[src/pkg/kwf_pkg.sv]
package kwf_pkg;
	// Register offsets
	localparam logic [7:0] FLAGS_OFFSET = 8'h2f;
	localparam logic [7:0] ENABLE_OFFSET = 8'h2e;
	localparam logic [7:0] CTRL_OFFSET = 8'h2d;
	localparam logic [7:0] IRQ_STATUS_OFFSET = 8'h2c;
	localparam logic [7:0] IRQ_MASK_OFFSET = 8'h2b;
	// Control register field positions
	localparam int CTRL_STOP_BIT = 0;
	localparam int CTRL_OSC_DIV_LSB = 8;
	// Reset values
	localparam logic [7:0] FLAGS_RESET = 8'h00;
	localparam logic [7:0] ENABLE_RESET = 8'h00;
	localparam logic [7:0] MASK_RESET = 8'h00;
	localparam logic [7:0] OSC_DIV_RESET = 8'h10;
	// Interrupt status bit positions
	localparam int IRQ_FLAG_EVENT_BIT = 0;
	localparam int IRQ_OSC_START_BIT = 1;
	// Filter timing: three samples per oscillator period, two to accept
	localparam logic [1:0] VOTE_SAMPLES = 2'h3;
	localparam logic [1:0] VOTE_MAJORITY = 2'h2;
	// Oscillator idle periods before stopping
	localparam logic [3:0] OSC_IDLE_PERIODS = 4'h2;
	// Filter state machine
	typedef enum logic [1:0] {
		KWF_OSC_OFF = 2'b00,
		KWF_OSC_RUN = 2'b01
	} kwf_osc_state_type;
endpackage

[src/design/kwf_port.sv]
// Our own choice: the strobed register port.
`timescale 1ns/1ps
module kwf_port (
	input wire logic i_sys_clk,
	input wire logic i_reset,
	input wire logic [7:0] i_key_wakeup_input,
	input wire logic [7:0] i_addr,
	input wire logic [7:0] i_wdata,
	input wire logic i_wr,
	input wire logic i_rd,
	output logic [7:0] o_rdata,
	output logic o_wakeup_irq,
	output logic o_irq,
	output logic o_osc_running
);
	// Pin synchronisers
	logic [7:0] sync1_reg;
	logic [7:0] sync2_reg;
	logic [7:0] prev_reg;
	// Registers
	logic [7:0] wakeup_flags_port_h_reg;
	logic [7:0] enable_reg;
	logic stop_reg;
	logic [7:0] osc_div_reg;
	logic [7:0] irq_status_reg;
	logic [7:0] irq_mask_reg;
	logic [7:0] rdata_reg;
	logic wakeup_irq_reg;
	logic irq_reg;
	// Filter oscillator
	kwf_pkg::kwf_osc_state_type osc_state_reg;
	kwf_pkg::kwf_osc_state_type osc_state_next;
	logic [7:0] osc_cnt_reg;
	logic [1:0] phase_reg;
	logic [3:0] idle_reg;
	logic [7:0] voted;

	// Address decode
	wire wr_flags = i_wr && (i_addr == kwf_pkg::FLAGS_OFFSET);
	wire wr_enable = i_wr && (i_addr == kwf_pkg::ENABLE_OFFSET);
	wire wr_ctrl = i_wr && (i_addr == kwf_pkg::CTRL_OFFSET);
	wire wr_mask = i_wr && (i_addr == kwf_pkg::IRQ_MASK_OFFSET);
	wire rd_status = i_rd && (i_addr == kwf_pkg::IRQ_STATUS_OFFSET);

	// Edge detection on synchronised pins
	wire [7:0] falling = prev_reg & ~sync2_reg;
	wire [7:0] trigger = falling & enable_reg;
	wire [7:0] asserted = ~sync2_reg & enable_reg;

	// Oscillator timing: one tick per sample, three samples per period
	wire tick = (osc_state_reg == kwf_pkg::KWF_OSC_RUN) && (osc_cnt_reg == 8'h00);
	wire period_end = tick && (phase_reg == kwf_pkg::VOTE_SAMPLES - 2'h1);
	wire osc_start = stop_reg && (osc_state_reg == kwf_pkg::KWF_OSC_OFF) && (|trigger);

	// Flag set sources: direct edges outside STOP, voted levels in STOP
	wire [7:0] flag_set = stop_reg ? voted : falling;
	wire [7:0] flag_clr = wr_flags ? i_wdata : 8'h00;
	wire [7:0] flags_next = (wakeup_flags_port_h_reg & ~flag_clr) | flag_set;
	wire [7:0] irq_events = {6'h00, osc_start, |flag_set};
	wire [7:0] status_next = (rd_status ? 8'h00 : irq_status_reg) | irq_events;

	// Register read selection
	wire [7:0] ctrl_read = {7'h00, stop_reg};
	wire [7:0] rdata_next =
		!i_rd ? 8'h00 :
		(i_addr == kwf_pkg::FLAGS_OFFSET) ? wakeup_flags_port_h_reg :
		(i_addr == kwf_pkg::ENABLE_OFFSET) ? enable_reg :
		(i_addr == kwf_pkg::CTRL_OFFSET) ? ctrl_read :
		(i_addr == kwf_pkg::IRQ_STATUS_OFFSET) ? irq_status_reg :
		(i_addr == kwf_pkg::IRQ_MASK_OFFSET) ? irq_mask_reg : 8'h00;

	// Oscillator start and stop
	always_comb begin
		case (osc_state_reg)
			kwf_pkg::KWF_OSC_OFF: begin
				osc_state_next = osc_start ? kwf_pkg::KWF_OSC_RUN : kwf_pkg::KWF_OSC_OFF;
			end
			kwf_pkg::KWF_OSC_RUN: begin
				if (!stop_reg || (period_end && idle_reg >= kwf_pkg::OSC_IDLE_PERIODS)) begin
					osc_state_next = kwf_pkg::KWF_OSC_OFF;
				end else begin
					osc_state_next = kwf_pkg::KWF_OSC_RUN;
				end
			end
			default: begin
				osc_state_next = kwf_pkg::KWF_OSC_OFF;
			end
		endcase
	end

	// Two-flop synchroniser and edge history
	always_ff @(posedge i_sys_clk) begin
		if (i_reset) begin
			sync1_reg <= 8'hff;
			sync2_reg <= 8'hff;
			prev_reg <= 8'hff;
		end else begin
			sync1_reg <= i_key_wakeup_input;
			sync2_reg <= sync1_reg;
			prev_reg <= sync2_reg;
		end
	end

	// Software registers
	always_ff @(posedge i_sys_clk) begin
		if (i_reset) begin
			wakeup_flags_port_h_reg <= kwf_pkg::FLAGS_RESET;
			enable_reg <= kwf_pkg::ENABLE_RESET;
			stop_reg <= 1'b0;
			osc_div_reg <= kwf_pkg::OSC_DIV_RESET;
			irq_status_reg <= 8'h00;
			irq_mask_reg <= kwf_pkg::MASK_RESET;
		end else begin
			wakeup_flags_port_h_reg <= flags_next;
			irq_status_reg <= status_next;
			if (wr_enable) begin
				enable_reg <= i_wdata;
			end
			if (wr_ctrl) begin
				stop_reg <= i_wdata[kwf_pkg::CTRL_STOP_BIT];
			end
			if (wr_ctrl && i_wdata[kwf_pkg::CTRL_STOP_BIT + 1]) begin
				osc_div_reg <= i_wdata;
			end
			if (wr_mask) begin
				irq_mask_reg <= i_wdata;
			end
		end
	end

	// Filter oscillator divider, sample phase and idle counter
	always_ff @(posedge i_sys_clk) begin
		if (i_reset || osc_state_reg == kwf_pkg::KWF_OSC_OFF) begin
			osc_cnt_reg <= 8'h00;
			phase_reg <= 2'h0;
			idle_reg <= 4'h0;
		end else begin
			osc_cnt_reg <= (osc_cnt_reg == 8'h00) ? osc_div_reg : osc_cnt_reg - 8'h01;
			if (period_end) begin
				phase_reg <= 2'h0;
				// Any low enabled pin keeps it alive; a short high gap does not end a pulse
				idle_reg <= (|asserted) ? 4'h0 : idle_reg + 4'h1;
			end else if (tick) begin
				phase_reg <= phase_reg + 2'h1;
			end
		end
	end

	// State and output registers
	always_ff @(posedge i_sys_clk) begin
		if (i_reset) begin
			osc_state_reg <= kwf_pkg::KWF_OSC_OFF;
			rdata_reg <= 8'h00;
			wakeup_irq_reg <= 1'b0;
			irq_reg <= 1'b0;
		end else begin
			osc_state_reg <= osc_state_next;
			rdata_reg <= rdata_next;
			wakeup_irq_reg <= |(flags_next & enable_reg);
			irq_reg <= |(status_next & irq_mask_reg);
		end
	end

	// Shared majority voter for all pins
	kwf_vote u_vote (
		.i_sys_clk(i_sys_clk),
		.i_reset(i_reset),
		.i_sample(tick),
		.i_period_end(period_end),
		.i_pins(sync2_reg),
		.i_enable(enable_reg),
		.o_valid(voted)
	);

	assign o_rdata = rdata_reg;
	assign o_wakeup_irq = wakeup_irq_reg;
	assign o_irq = irq_reg;
	assign o_osc_running = (osc_state_reg == kwf_pkg::KWF_OSC_RUN);
endmodule

[src/design/kwf_vote.sv]
`timescale 1ns/1ps
// Majority voter: counts low samples per pin over the first two of three sample strobes
module kwf_vote (
	input wire logic i_sys_clk,
	input wire logic i_reset,
	input wire logic i_sample,
	input wire logic i_period_end,
	input wire logic [7:0] i_pins,
	input wire logic [7:0] i_enable,
	output logic [7:0] o_valid
);
	logic [1:0] count_reg [8];
	logic [7:0] valid_reg;
	logic [7:0] valid_next;

	// Accept a pin when the first two of three samples were both low
	always_comb begin
		for (int i = 0; i < 8; i++) begin
			valid_next[i] = i_period_end && i_enable[i] && (count_reg[i] >= kwf_pkg::VOTE_MAJORITY);
		end
	end

	// Per pin low-sample counters, cleared at each period end
	always_ff @(posedge i_sys_clk) begin
		for (int i = 0; i < 8; i++) begin
			if (i_reset || i_period_end) begin
				count_reg[i] <= 2'h0;
			end else if (i_sample && !i_pins[i] && count_reg[i] != kwf_pkg::VOTE_SAMPLES) begin
				count_reg[i] <= count_reg[i] + 2'h1;
			end
		end
		if (i_reset) begin
			valid_reg <= 8'h00;
		end else begin
			valid_reg <= valid_next;
		end
	end

	assign o_valid = valid_reg;
endmodule

[config.mk]
export PLATFORM = sky130hd
export DESIGN_NAME = kwf_port
export DESIGN_NICKNAME = d
export VERILOG_FILES = /design/src/pkg/kwf_pkg.sv /design/src/design/kwf_port.sv /design/src/design/kwf_vote.sv
export SDC_FILE = /design/constraint.sdc
export NUM_CORES = 1
export LEC_CHECK = 0
export ABC_AREA = 1
export ABC_CLOCK_PERIOD_IN_PS = 3800
export BUFFER_PORTS_ARGS = -buffer_cell sky130_fd_sc_hd__buf_2
export CORE_MARGIN = 1.5
export CORE_UTILIZATION = 57
export CTS_BUF_LIST = sky130_fd_sc_hd__clkbuf_8
export DETAILED_ROUTE_END_ITERATION = 10
export GPL_ROUTABILITY_DRIVEN = 0
export PLACE_DENSITY = 0.86
export SLEW_MARGIN = 20
export SYNTH_ARGS = -nofsm -noshare
export SYNTH_HDL_FRONTEND = slang
export SYNTH_SLANG_ARGS = --single-unit
export TNS_END_PERCENT = 10
[constraint.sdc]
create_clock -name i_sys_clk -period 3.8 [get_ports i_sys_clk]
set_input_delay 0.38 -clock i_sys_clk [delete_from_list [all_inputs] [get_ports i_sys_clk]]
set_output_delay 0.38 -clock i_sys_clk [all_outputs]
set_load 0.01 [all_outputs]
* Word-level counts from Yosys, hierarchy flattened
Memory sizes are Yosys's and may differ from the RTL's. Index checks and enable logic that the tools add are counted.
Storage, ports and cells: bits in registers 99, bits in latches 0, bits in writable memories 16, memory bits (read-only) 0, input port bits 28, output and inout port bits 11, logic and storage cells 183, memories kept 1
Memory list:
- u_vote.count_reg | depth 8, bits a word 2, rd ports 8, clocked after memory_dff 0, write ports 8, line kwf_vote.sv:12 | logic [1:0] count_reg [8];
Cells by class: add/subtract/negate cells 11, multiply operators 0, divide/modulo/power cells 0, $lt $le $gt $ge 9, equality and inequality tests 15, shift-type cells 0, multiplexer cells 47, bitwise operators 19, reduce and logical (&&, ||, !) cells 64
Operator list (count):
- $mux W8 | 9
- $and A8 B8 Y8 | 6
- $logic_and A1 B1 Y1 | 43
- $eq A8 B6 Y1 const B | 5
- $reduce_or A8 Y1 | 5
- $mux W1 | 28
- $add A2 B1 Y2 const B | 9
- $ge A2 B2 Y1 const B | 8
- $mux W2 | 8
- $ne A2 B2 Y1 const B | 8
- $not A8 Y8 | 2
- $logic_not A1 Y1 | 9
- $logic_not A8 Y1 | 1
- $or A1 B1 Y1 | 8
- $or A8 B2 Y8 | 1
- $or A8 B8 Y8 | 1
- $sub A8 B1 Y8 const B | 1
- $add A4 B1 Y4 const B | 1
- $ge A4 B2 Y1 const B | 1
- $mux W4 | 1
- $reduce_or A2 Y1 | 2
- $logic_or A1 B1 Y1 | 3
- $eq A2 B1 Y1 const B | 1
- $eq A2 B2 Y1 const B | 1
- other kinds (3) | 3

* Logic depth before layout (Yosys ltp)
Gate-level depths: netlist of the first run.
depth in word-level cells 8, depth in mapped cells 12, gate-level depth less buffers 11

* Hierarchy
A second synthesis of the first run with hierarchy kept.
Unflattened totals: cell total of the unflattened synthesis 631, area, all modules 5074.9 µm²
Modules (own cells, without submodules):
- kwf_port | times used 1, cells an instance 506, area an instance 3870.0 µm²
- kwf_vote | times used 1, cells an instance 125, area an instance 1204.9 µm²

* Worst setup path before layout of the first run
OpenSTA, ideal clock, no wires.
path type reg2reg, start point reg osc_cnt_reg[0], end point mem u_vote.count_reg[0][0], enable pin, setup time 0.297 ns, arrival 1.453 ns, data required time 3.503 ns, slack 2.050 ns, stages on the path, launching flop included 10, path buffers 0, period minus slack after synthesis 1.750 ns, cells stage by stage dfxtp_1 inv_1 ha_1 nor3b_1 nand2_2 nor2_2 nand2_2 nand2_1 inv_1 nand2_1
RTL lines:
- from (decl) | line kwf_port.sv:33 | logic [7:0] osc_cnt_reg;
- from (signal assigned) | line kwf_port.sv:138 | osc_cnt_reg <= (osc_cnt_reg == 8'h00) ? osc_div_reg : osc_cnt_reg - 8'h01;
- to (decl) | line kwf_vote.sv:12

==> results by group, run 1 <==
Outcome
  – Status: finished clean

Synthesis
  – Post-synth top cells: nand2_1 (112), dfxtp_1 (98), inv_1 (67), o21ai_0 (65), nor2_1 (48)
  – Top cell type's share of synthesized area: 0.395
  – Number of synthesized flops with an enable pin: 16
  – Count leader, synth: nand2_1
  – Post-Syn Nets: ~660
  – Synthesis-stage register bit count: between 100 and 150
  – Syn avg cell area: roughly 8.1 µm²
  – Top_reg_cell synth: dfxtp_1
  – Post-Syn Instances: between 600 and 700
  – Synth top area cells: dfxtp_1 (40%), edfxtp_1 (9.7%), nand2_1 (8.5%)
  – Synth warnings: 0
  – Syn Std Cell Area: 0.00496 mm²
  – Synth unique cells: 36
  – Seq/Total Area, Yosys: 0.492
  – Leading area contributor after synthesis: dfxtp_1
  – Ys async rst share: 0

STA
  – Pins Over Slew Limit: 0
  – Hold_ws: between 0.1 and 0.15 ns
  – Endpoints failing setup: 0
  – Relative max-transition margin: 0.535
  – Period utilization: 0.731
  – Crit path time final: 2.78 ns
  – Final worst slack: slightly above 1 ns
  – Final hold viol count: 0
  – Final TNS setup: 0 ns
  – RSZ-0062 raised after global routing: false
  – Slew @ Worst Pin: 0.697 ns
  – Clk_skew: approximately 0.013 ns
  – Fmax: 360 MHz

Final layout
  – Multi-input gate area: ~0.0021 mm²
  – Final Util: 0.673
  – Max FFs per register: 16
  – # fillers: 672
  – Ant. Diodes: 0
  – Fin nets: around 700
  – Fin cells: 768
  – Design area: around 0.0056 mm²
  – Sequential cell area: about 0.0024 mm²
  – Layout cell share with drive strength beyond 1: 0.155
  – Layout area overhead: 13.1%

Critical path
  – Setup slack, reg-to-reg: between 1 and 1.5 ns
  – Worst setup SP type: flop
  – Kind of end point of the critical path: flop
  – Reg2Reg Launch Point: osc_cnt_reg[0]
  – Reg-to-Reg End: u_vote.count_reg[1][3]
  – Reg2reg path depth: 10
  – Critical Path RT: 3.94 ns
  – Largest fanout on the critical path: 18
  – Crit Path Category: flop to flop
  – Arr. time, crit path: between 2 and 3 ns

Power
  – Leak pwr: around 2.4 nW
  – PwrDens: around 460 mW/mm²
  – Total power: approximately 2.6 mW
  – Worst IR Drop VDD: between 0.0004 and 0.0005 V

Route
  – Post-route ant nets: 0
  – Iteration count of the initial detailed-routing pass: 5
  – Vias: 4286
  – Initial DRC count: between 200 and 250
  – DRC violations left: 0
  – WL/cell: around 15 µm
  – DR vias/cell: ~5.6
  – Final WL: ~11000 µm

Global routing
  – Grt total ovfl: 0
  – Largest net degree at the start of global routing: 42
  – Initial antenna violation count: 0
  – Vias in the first global route: between 4000 and 5000
  – Total track usage: 0.269
  – First-pass GRT wire length: around 19000 µm

Hold path
  – Hold path start: i_key_wakeup_input[3]
  – Worst Hold Class: input pin to flop
  – Hold depth: 2
  – Hold Crit Endpoint: sync1_reg[3]

Die
  – Die height: slightly below 100 µm
  – Core ar.: approximately 0.0083 mm²
  – Chip Width: around 96 µm
  – Num rows: 33
  – DIE AREA: 0.00928 mm²
  – Starting Density: 0.595
  – I/O Pins: 39

Clock network
  – TritonCTS clock tree: built
  – CTS H-tree depth: 4
  – Cts hold-fix bufs: 0
  – Worst skew pair latency: 0.43 ns
  – Clock slew at reported path FFs: approximately 0.07 ns
  – Sink Count: 114
  – Bufs on Longest Clock Path: 2
  – Post-CTS setup buffer count: 0
  – Root Buffer: clkbuf_8
  – CTS buffer count: 17
  – Post-CTS sizing: 0

Place
  – Worst slack, placed: 1.04 ns
  – Area after DPL: 0.00519 mm²
  – Placed Cells: 736
  – PortBufs: 38
  – Dpl hpwl: 7960 µm

Flow run
  – Max-Cap Viols: 0
per-layer routing:
metal | vias to the layer above | GRT usage | part of all wire
met2 | 173 | 0.464 | 0.48
met3 | 29 | 0.0821 | 0.073
met4 | 0 | 0.101 | 0.032
met5 | - | 0 | 0
li1 | 2095 | - | -
met1 | 1989 | 0.313 | 0.41
power by group:
part / switching [mW] / leakage (nW) / total (mW) / internal [mW]
sequential: 0.0141 / 0.961 / 1.26 / 1.24
clock: 0.478 / 0.229 / 1.22 / 0.738
combinational: 0.0739 / 1.24 / 0.111 / 0.0371
total: 0.566 / 2.43 / 2.59 / 2.02
worst max-delay path by stage:
stage / from / to / slack [ns] / cells past startpoint
after floorplan: osc_cnt_reg[0] / u_vote.count_reg[0][0] / 2.05 / 9
after CTS: osc_cnt_reg[0] / u_vote.count_reg[1][6] / 1.04 / 10
after global placement: osc_cnt_reg[0] / u_vote.count_reg[0][4] / 1.20 / 10
after detailed placement: osc_cnt_reg[0] / u_vote.count_reg[1][2] / 1.04 / 10
after global routing: osc_cnt_reg[0] / u_vote.count_reg[0][4] / 0.77 / 10
final: osc_cnt_reg[0] / u_vote.count_reg[1][3] / 1.02 / 10
cells by family after synthesis:
| logic type | after synthesis | synth area share |
|---|---|---|
| and+or+nand+nor | 254 | 0.234 |
| buffers and inverters | 91 | 0.0759 |
| xor gates and xnor gates | 6 | 0.0106 |
| adders and majority gates | 21 | 0.0529 |
| AOI/OAI and AO/OA | 126 | 0.134 |
| DFF | 114 | 0.492 |
worst max-delay path, cell delays in order (launching register included):
cell and delay, ns:
dfxtp_1 0.31, inv_1 0.09, ha_1 0.15, nor3b_1 0.21
nand2_2 0.23, nor2_2 0.47, nand2_2 0.33, nand2_1 0.14
buf_4 0.23, inv_1 0.18, nand2_1 0.14
layout make-up:
cell class                      count  area share
Tap cell                          105      0.0234
Clock inverter                     13      0.0299
Sequential cell                   114       0.435
Clock buffer                       19      0.0466
Inverter                           70      0.0468
Timing Repair Buffer               40      0.0365
Multi-Input combinational cell    407       0.382
cells in the final DEF, fill, tap and decap left out, drive strengths merged:
master,netlist,final
nand4,13,13
nand2,117,117
a211oi,1,1
o21ai,67,67
o22ai,5,5
clkinvlp,0,1
a21oi,44,44
clkbuf,11,19
nand3,26,26
clkinv,0,5
dfxtp,98,98
nor3,25,25
ha,21,21
inv,70,73
bufinv,0,4
nor4,2,2
o211ai,1,1
a31oi,8,8
or2,16,16
nor3b,2,2
nor2,52,52
edfxtp,16,16
or3,1,1
buf,10,40
xnor2,2,2
xor2,4,4
Power figures use the tool's default switching activity.
==> run 2, diff against run 1 <==
ABC_CLOCK_PERIOD_IN_PS = 2570   (was 3800)
clock period = 2.57 ns   (was 3.8 ns; I/O delays follow)
==> results by group, run 2 (synthesis gave the netlist of run 1 again) <==
Clock network
  – Post-CTS sizing: 0 (unchanged)
  – CTS H-tree depth: 4 (unchanged)
  – Root Buffer: clkbuf_8 (unchanged)
  – Worst skew pair latency: 0.43 ns (about the same)
  – Clock slew at reported path FFs: 0.07 ns (about the same)
  – Bufs on Longest Clock Path: 2 (unchanged)
  – Sink Count: 114 (unchanged)
  – CTS buffer count: 17 (unchanged)
  – TritonCTS clock tree: built (unchanged)

Hold path
  – Hold path start: i_key_wakeup_input[3] (unchanged)
  – Worst Hold Class: input pin to flop (unchanged)
  – Hold depth: 2 (unchanged)
  – Hold Crit Endpoint: sync1_reg[3] (unchanged)

Outcome
  – Status: finished clean (unchanged)

Critical path
  – Reg2reg path depth: 9 (was 10)
  – Setup slack, reg-to-reg: 0.44 ns (was 1.02 ns)
  – Reg2Reg Launch Point: osc_cnt_reg[0] (unchanged)
  – Reg-to-Reg End: u_vote.count_reg[0][6] (was u_vote.count_reg[1][3])
  – Critical Path RT: 2.70 ns (was 3.94 ns)
  – Kind of end point of the critical path: flop (unchanged)
  – Crit Path Category: flop to flop (unchanged)
  – Worst setup SP type: flop (unchanged)
  – Largest fanout on the critical path: 18 (unchanged)
  – Arr. time, crit path: 2.27 ns (was 2.91 ns)

Final layout
  – Layout area overhead: 15.7% (was 13.1%)
  – # fillers: 640 (was 672)
  – Most common cell after layout, fill and taps aside: nand2_1 (unchanged)
  – Ant. Diodes: 0 (unchanged)
  – Most frequent cells in the layout: nand2_1 (112), dfxtp_1 (98), inv_1 (67) (was nand2_1 (112), dfxtp_1 (98), inv_1 (70))
  – Max FFs per register: 16 (unchanged)
  – Fin cells: 773 (was 768)
  – Fin nets: 704 (was 699)
  – Layout cell share with drive strength beyond 1: 0.165 (was 0.155)

Route
  – Iteration count of the initial detailed-routing pass: 6 (was 5)
  – Final WL: 11400 µm (was 11500 µm)
  – DR vias/cell: 5.64 (was 5.58)
  – Post-route ant nets: 0 (unchanged)
  – Vias: 4356 (was 4286)
  – Initial DRC count: 218 (was 236)
  – WL/cell: 14.7 µm (was 14.9 µm)
  – DRC violations left: 0 (unchanged)

Global routing
  – Vias in the first global route: 4091 (was 4103)
  – Total track usage: 0.269 (about the same)
  – First-pass GRT wire length: 18700 µm (was 18800 µm)
  – Largest net degree at the start of global routing: 37 (was 42)
  – Grt total ovfl: 0 (unchanged)
  – Initial antenna violation count: 0 (unchanged)

Power
  – Worst IR Drop VDD: 0.000515 V (was 0.000473 V)
  – Combinational Power Share: 0.040 (was 0.043)
  – Net Switching: 0.873 mW (was 0.566 mW)
  – Clk network pwr share: 0.515 (was 0.471)
  – Sw Ratio: 0.209 (was 0.219)
  – Pint: 3.30 mW (was 2.02 mW)
  – PwrDens: 727 mW/mm² (was 460 mW/mm²)
  – Leak pwr: 2.48 nW (was 2.43 nW)
  – Sequential power share: 0.445 (was 0.487)

STA
  – Final TNS setup: 0 ns (unchanged)
  – Final hold viol count: 0 (unchanged)
  – Endpoints failing setup: 0 (unchanged)
  – Fmax: 469 MHz (was 360 MHz)
  – Crit path time final: 2.13 ns (was 2.78 ns)
  – Relative max-transition margin: 0.547 (was 0.535)
  – Pins Over Slew Limit: 0 (unchanged)
  – Slew @ Worst Pin: 0.674 ns (was 0.697 ns)
  – RSZ-0062 raised after global routing: false (unchanged)
  – Clk_skew: 0.0111 ns (was 0.0125 ns)
  – Period utilization: 0.831 (was 0.731)

Die
  – Core ar.: 0.00834 mm² (unchanged)
  – Starting Density: 0.595 (unchanged)
  – I/O Pins: 39 (unchanged)
  – Num rows: 33 (unchanged)
  – Die height: 96.3 µm (unchanged)
  – Chip Width: 96.3 µm (unchanged)
  – DIE AREA: 0.00928 mm² (unchanged)

Place
  – PortBufs: 38 (unchanged)
  – Dpl hpwl: 7950 µm (was 7960 µm)
  – Placed Cells: 740 (was 736)

Flow run
  – Max-Cap Viols: 0 (unchanged)
run 2: worst max-delay path by stage:
stage | from | to | slack (ns) | cells after the start
2_1_floorplan | osc_cnt_reg[0] | u_vote.count_reg[0][0] | 0.82 | 9
3_3_place_gp | osc_cnt_reg[0] | u_vote.count_reg[0][4] | 0.57 | 9
3_5_place_dp | osc_cnt_reg[0] | u_vote.count_reg[0][6] | 0.45 | 9
4_1_cts | osc_cnt_reg[0] | u_vote.count_reg[0][6] | 0.44 | 9
5_1_grt | osc_cnt_reg[0] | u_vote.count_reg[0][6] | 0.21 | 9
6_report | osc_cnt_reg[0] | u_vote.count_reg[0][6] | 0.44 | 9
run 2: cell type report:
class,instances,area (µm²),area share
clock buffers,19,262,0.0456
multi-input cells,407,2140,0.374
inverters,70,263,0.0458
flip-flops and latches,114,2440,0.425
well taps,105,131,0.0229
clock inverters,13,253,0.0440
repair buffers,45,245,0.0427
run 2: per-stage QoR:
stage	setup WS (ns)	hold WS (ns)	power (mW)	util	instance area (µm²)
floorplan	0.820	0.361	1.99	-	4960
global placement	0.570	0.393	2.05	0.625	5220
detailed placement	0.455	0.393	2.06	0.625	5220
CTS	0.440	0.0000757	4.18	0.687	5730
global route	0.207	0.00306	4.30	0.688	5740
finish	0.436	0.0156	4.17	0.688	5740
run 2: worst max-delay path, cell delays in order (launching register included):
cell	delay (ns)
dfxtp_1	0.31
inv_1	0.08
ha_1	0.15
nor3b_1	0.23
nand2_2	0.23
nor2_2	0.18
nand2_2	0.21
nand2_1	0.15
inv_1	0.15
nand2_1	0.14
run 2: power by group through the flow:
| stage | registers (mW) | logic (mW) | clock network [mW] |
|---|---|---|---|
| after detailed placement | 1.90 | 0.160 | 0 |
| after floorplan | 1.89 | 0.102 | 0 |
| final | 1.86 | 0.167 | 2.15 |
| after global routing | 1.86 | 0.189 | 2.25 |
| after CTS | 1.86 | 0.164 | 2.16 |
| after global placement | 1.90 | 0.154 | 0 |
run 2: timing repair:
item | in CTS | in global routing
hold endpoints to repair | 0 | 1
endpoints found under the setup margin | 0 | 0
buffers inserted | 0 | 0
hold buffers | 0 | 1
run 2: routing by layer:
metal	routed length (µm)	share of wire	track usage
met1	4590	0.40	0.303
met2	5650	0.50	0.470
met3	807	0.071	0.0782
met5	0	0	0
met4	327	0.029	0.120
==> run 3, diff against run 2 <==
ABC_AREA = 0   (was 1)
ABC_CLOCK_PERIOD_IN_PS = 1800   (was 2570)
CORE_UTILIZATION = 56   (was 57)
PLACE_DENSITY = 0.88   (was 0.86)
clock period = 1.8 ns   (was 2.57 ns; I/O delays follow)
==> results by group, run 3 <==
Final layout
  – Most frequent cells in the layout: dfxtp_1 (93), a21oi_1 (45), buf_4 (44) (was nand2_1 (112), dfxtp_1 (98), inv_1 (67))
  – Ant. Diodes: 0 (unchanged)
  – Sequential cell area: 0.00245 mm² (was 0.00244 mm²)
  – Multi-input gate area: 0.00255 mm² (was 0.00214 mm²)
  – Most common cell after layout, fill and taps aside: dfxtp_1 (was nand2_1)
  – Fin nets: 662 (was 704)
  – Max FFs per register: 16 (unchanged)
  – Layout cell share with drive strength beyond 1: 0.294 (was 0.165)
  – # fillers: 574 (was 640)
  – Layout area overhead: 28.1% (was 15.7%)

Route
  – DR vias/cell: 5.94 (was 5.64)
  – Vias: 4360 (was 4356)
  – DRC violations left: 0 (unchanged)
  – Post-route ant nets: 0 (unchanged)
  – WL/cell: 17.6 µm (was 14.7 µm)
  – Iteration count of the initial detailed-routing pass: 5 (was 6)
  – Final WL: 12900 µm (was 11400 µm)
  – Initial DRC count: 295 (was 218)

Power
  – Leak pwr: 2.41 nW (was 2.48 nW)
  – Total power: 5.76 mW (was 4.17 mW)
  – Worst IR Drop VDD: 0.000636 V (was 0.000515 V)
  – PwrDens: 902 mW/mm² (was 727 mW/mm²)

STA
  – Endpoints failing setup: 54 (was 0)
  – RSZ-0062 raised after global routing: true (was false)
  – Period utilization: 1.08 (was 0.831)
  – Crit path time final: 1.94 ns (was 2.13 ns)
  – Fmax: 516 MHz (was 469 MHz)
  – Final worst slack: -0.139 ns (was 0.436 ns)
  – Hold_ws: 0.0383 ns (was 0.0156 ns)
  – Slew @ Worst Pin: 0.554 ns (was 0.674 ns)
  – Relative max-transition margin: 0.629 (was 0.547)
  – Pins Over Slew Limit: 0 (unchanged)
  – Final hold viol count: 0 (unchanged)
  – Clk_skew: 0.00696 ns (was 0.0111 ns)

Synthesis
  – Top cell type's share of synthesized area: 0.394 (was 0.395)
  – Post-synth top cells: dfxtp_1 (98), a21oi_1 (46), nor2_1 (44), nand2_1 (36) (was nand2_1 (112), dfxtp_1 (98), inv_1 (67), o21ai_0 (65), nor2_1 (48))
  – Syn avg cell area: 9.49 µm² (was 8.11 µm²)
  – Synth unique cells: 57 (was 36)
  – Post-Syn Instances: 525 (was 612)
  – Count leader, synth: dfxtp_1 (was nand2_1)
  – Seq/Total Area, Yosys: 0.490 (was 0.492)
  – Post-Syn Nets: 574 (was 661)
  – Synthesis-stage register bit count: 114 (unchanged)
  – Syn Std Cell Area: 0.00498 mm² (was 0.00496 mm²)
  – Synth top area cells: dfxtp_1 (39%), edfxtp_1 (9.6%), ha_1 (5.3%) (was dfxtp_1 (40%), edfxtp_1 (9.7%), nand2_1 (8.5%))
  – Number of synthesized flops with an enable pin: 16 (unchanged)
  – Ys async rst share: 0 (unchanged)
  – Synth warnings: 0 (unchanged)
  – Top_reg_cell synth: dfxtp_1 (unchanged)
  – Leading area contributor after synthesis: dfxtp_1 (unchanged)

Clock network
  – Root Buffer: clkbuf_8 (unchanged)
  – TritonCTS clock tree: built (unchanged)
  – CTS H-tree depth: 4 (unchanged)
  – Worst skew pair latency: 0.44 ns (was 0.43 ns)
  – Bufs on Longest Clock Path: 2 (unchanged)
  – CTS buffer count: 17 (unchanged)
  – Clock slew at reported path FFs: 0.08 ns (was 0.07 ns)
  – Sink Count: 114 (unchanged)

Global routing
  – Initial antenna violation count: 0 (unchanged)
  – First-pass GRT wire length: 20800 µm (was 18700 µm)
  – Total track usage: 0.279 (was 0.269)
  – Grt total ovfl: 0 (unchanged)
  – Largest net degree at the start of global routing: 48 (was 37)
  – Vias in the first global route: 4305 (was 4091)

Critical path
  – Critical Path RT: 1.95 ns (was 2.70 ns)
  – Worst setup SP type: flop (unchanged)
  – Kind of end point of the critical path: flop (unchanged)
  – Reg2reg path depth: 6 (was 9)
  – Arr. time, crit path: 2.09 ns (was 2.27 ns)
  – Largest fanout on the critical path: 8 (was 18)
  – Crit Path Category: flop to flop (unchanged)

Flow run
  – Max-Cap Viols: 0 (unchanged)

Die
  – Die height: 97.3 µm (was 96.3 µm)
  – I/O Pins: 39 (unchanged)
  – DIE AREA: 0.00947 mm² (was 0.00928 mm²)
  – Core ar.: 0.00868 mm² (was 0.00834 mm²)
  – Num rows: 34 (was 33)
  – Starting Density: 0.574 (was 0.595)
  – Chip Width: 97.3 µm (was 96.3 µm)

Place
  – PortBufs: 38 (unchanged)
  – Dpl hpwl: 8290 µm (was 7950 µm)

Hold path
  – Worst Hold Class: input pin to flop (unchanged)
  – Hold depth: 3 (was 2)

Outcome
  – Status: finished, violations left (was finished clean)
  – Failing checks: negative setup slack
run 3: changes by cell type after synthesis, sizes merged, moves of 12 or more:
| cell | before | now |
|---|---|---|
| inv | 70 | 24 |
| nand2 | 117 | 36 |
| nand2b | 0 | 19 |
| nand4 | 13 | 1 |
| nor3 | 25 | 4 |
| nor4 | 2 | 20 |
| o21ai | 67 | 22 |
run 3: final timing paths:
check                           endpoint      startpoint  slack [ns]
hold / removal            osc_div_reg[3]      i_wdata[3]        0.04
hold reg to reg             sync2_reg[5]    sync1_reg[5]        0.41
setup reg to reg  u_vote.count_reg[0][3]  osc_cnt_reg[3]       -0.14
setup / recovery  u_vote.count_reg[0][3]  osc_cnt_reg[3]       -0.14
run 3: cells by family after synthesis:
| kind of cell | count (synthesis) | synth area share |
|---|---|---|
| and+or+nand+nor | 203 | 0.226 |
| xor gates and xnor gates | 6 | 0.0105 |
| buffers and inverters | 51 | 0.0412 |
| AOI/OAI and AO/OA | 120 | 0.159 |
| DFF | 114 | 0.490 |
| adders and majority gates | 21 | 0.0527 |
| muxes | 10 | 0.0201 |
run 3: through the flow:
stage / cells / setup slack, ns / TNS [ns] / utilization / area [µm²]
after floorplan: 525 / -0.0858 / -0.328 / - / 5020
after global placement: 691 / -0.196 / -4.31 / 0.646 / 5610
after detailed placement: 691 / -0.332 / -8.91 / 0.646 / 5610
after CTS: 733 / -0.0977 / -3.19 / 0.722 / 6270
after global routing: 734 / -0.178 / -7.02 / 0.736 / 6380
final: 734 / -0.139 / -4.79 / 0.736 / 6380
run 3: final cells by class:
| class | count | area share |
|---|---|---|
| clock buffers | 17 | 0.0367 |
| clock inverters | 15 | 0.0361 |
| inverters | 25 | 0.0147 |
| multi-input cells | 360 | 0.400 |
| flip-flops and latches | 114 | 0.384 |
| well taps | 108 | 0.0212 |
| repair buffers | 95 | 0.108 |
run 3: what timing repair did:
action                     4_1_cts  5_1_grt
gates resized for setup         18       21
hold endpoints to repair         8        0
buffers inserted                 2        1
hold buffers                     8        0
pin swaps                        2        2
setup endpoints to repair       53       55
run 3: power breakdown:
part           switching (mW)  internal (mW)
Combinational           0.163          0.134
Clock                    1.14           1.66
Sequential             0.0393           2.62
run 3: layer usage:
metal | track usage | wire, µm | vias up
li1 | - | - | 2043
met1 | 0.333 | 5230 | 2073
met2 | 0.459 | 6400 | 199
met3 | 0.0763 | 840 | 45
met4 | 0.147 | 469 | 0
met5 | 0 | 0 | -
run 3: critical path: stages, from the launching register on:
cell and delay, ns:
dfxtp_2 0.33, or4_4 0.57, nor4_4 0.24, buf_6 0.17, buf_8 0.14, o21ai_1 0.08
nand2b_1 0.11
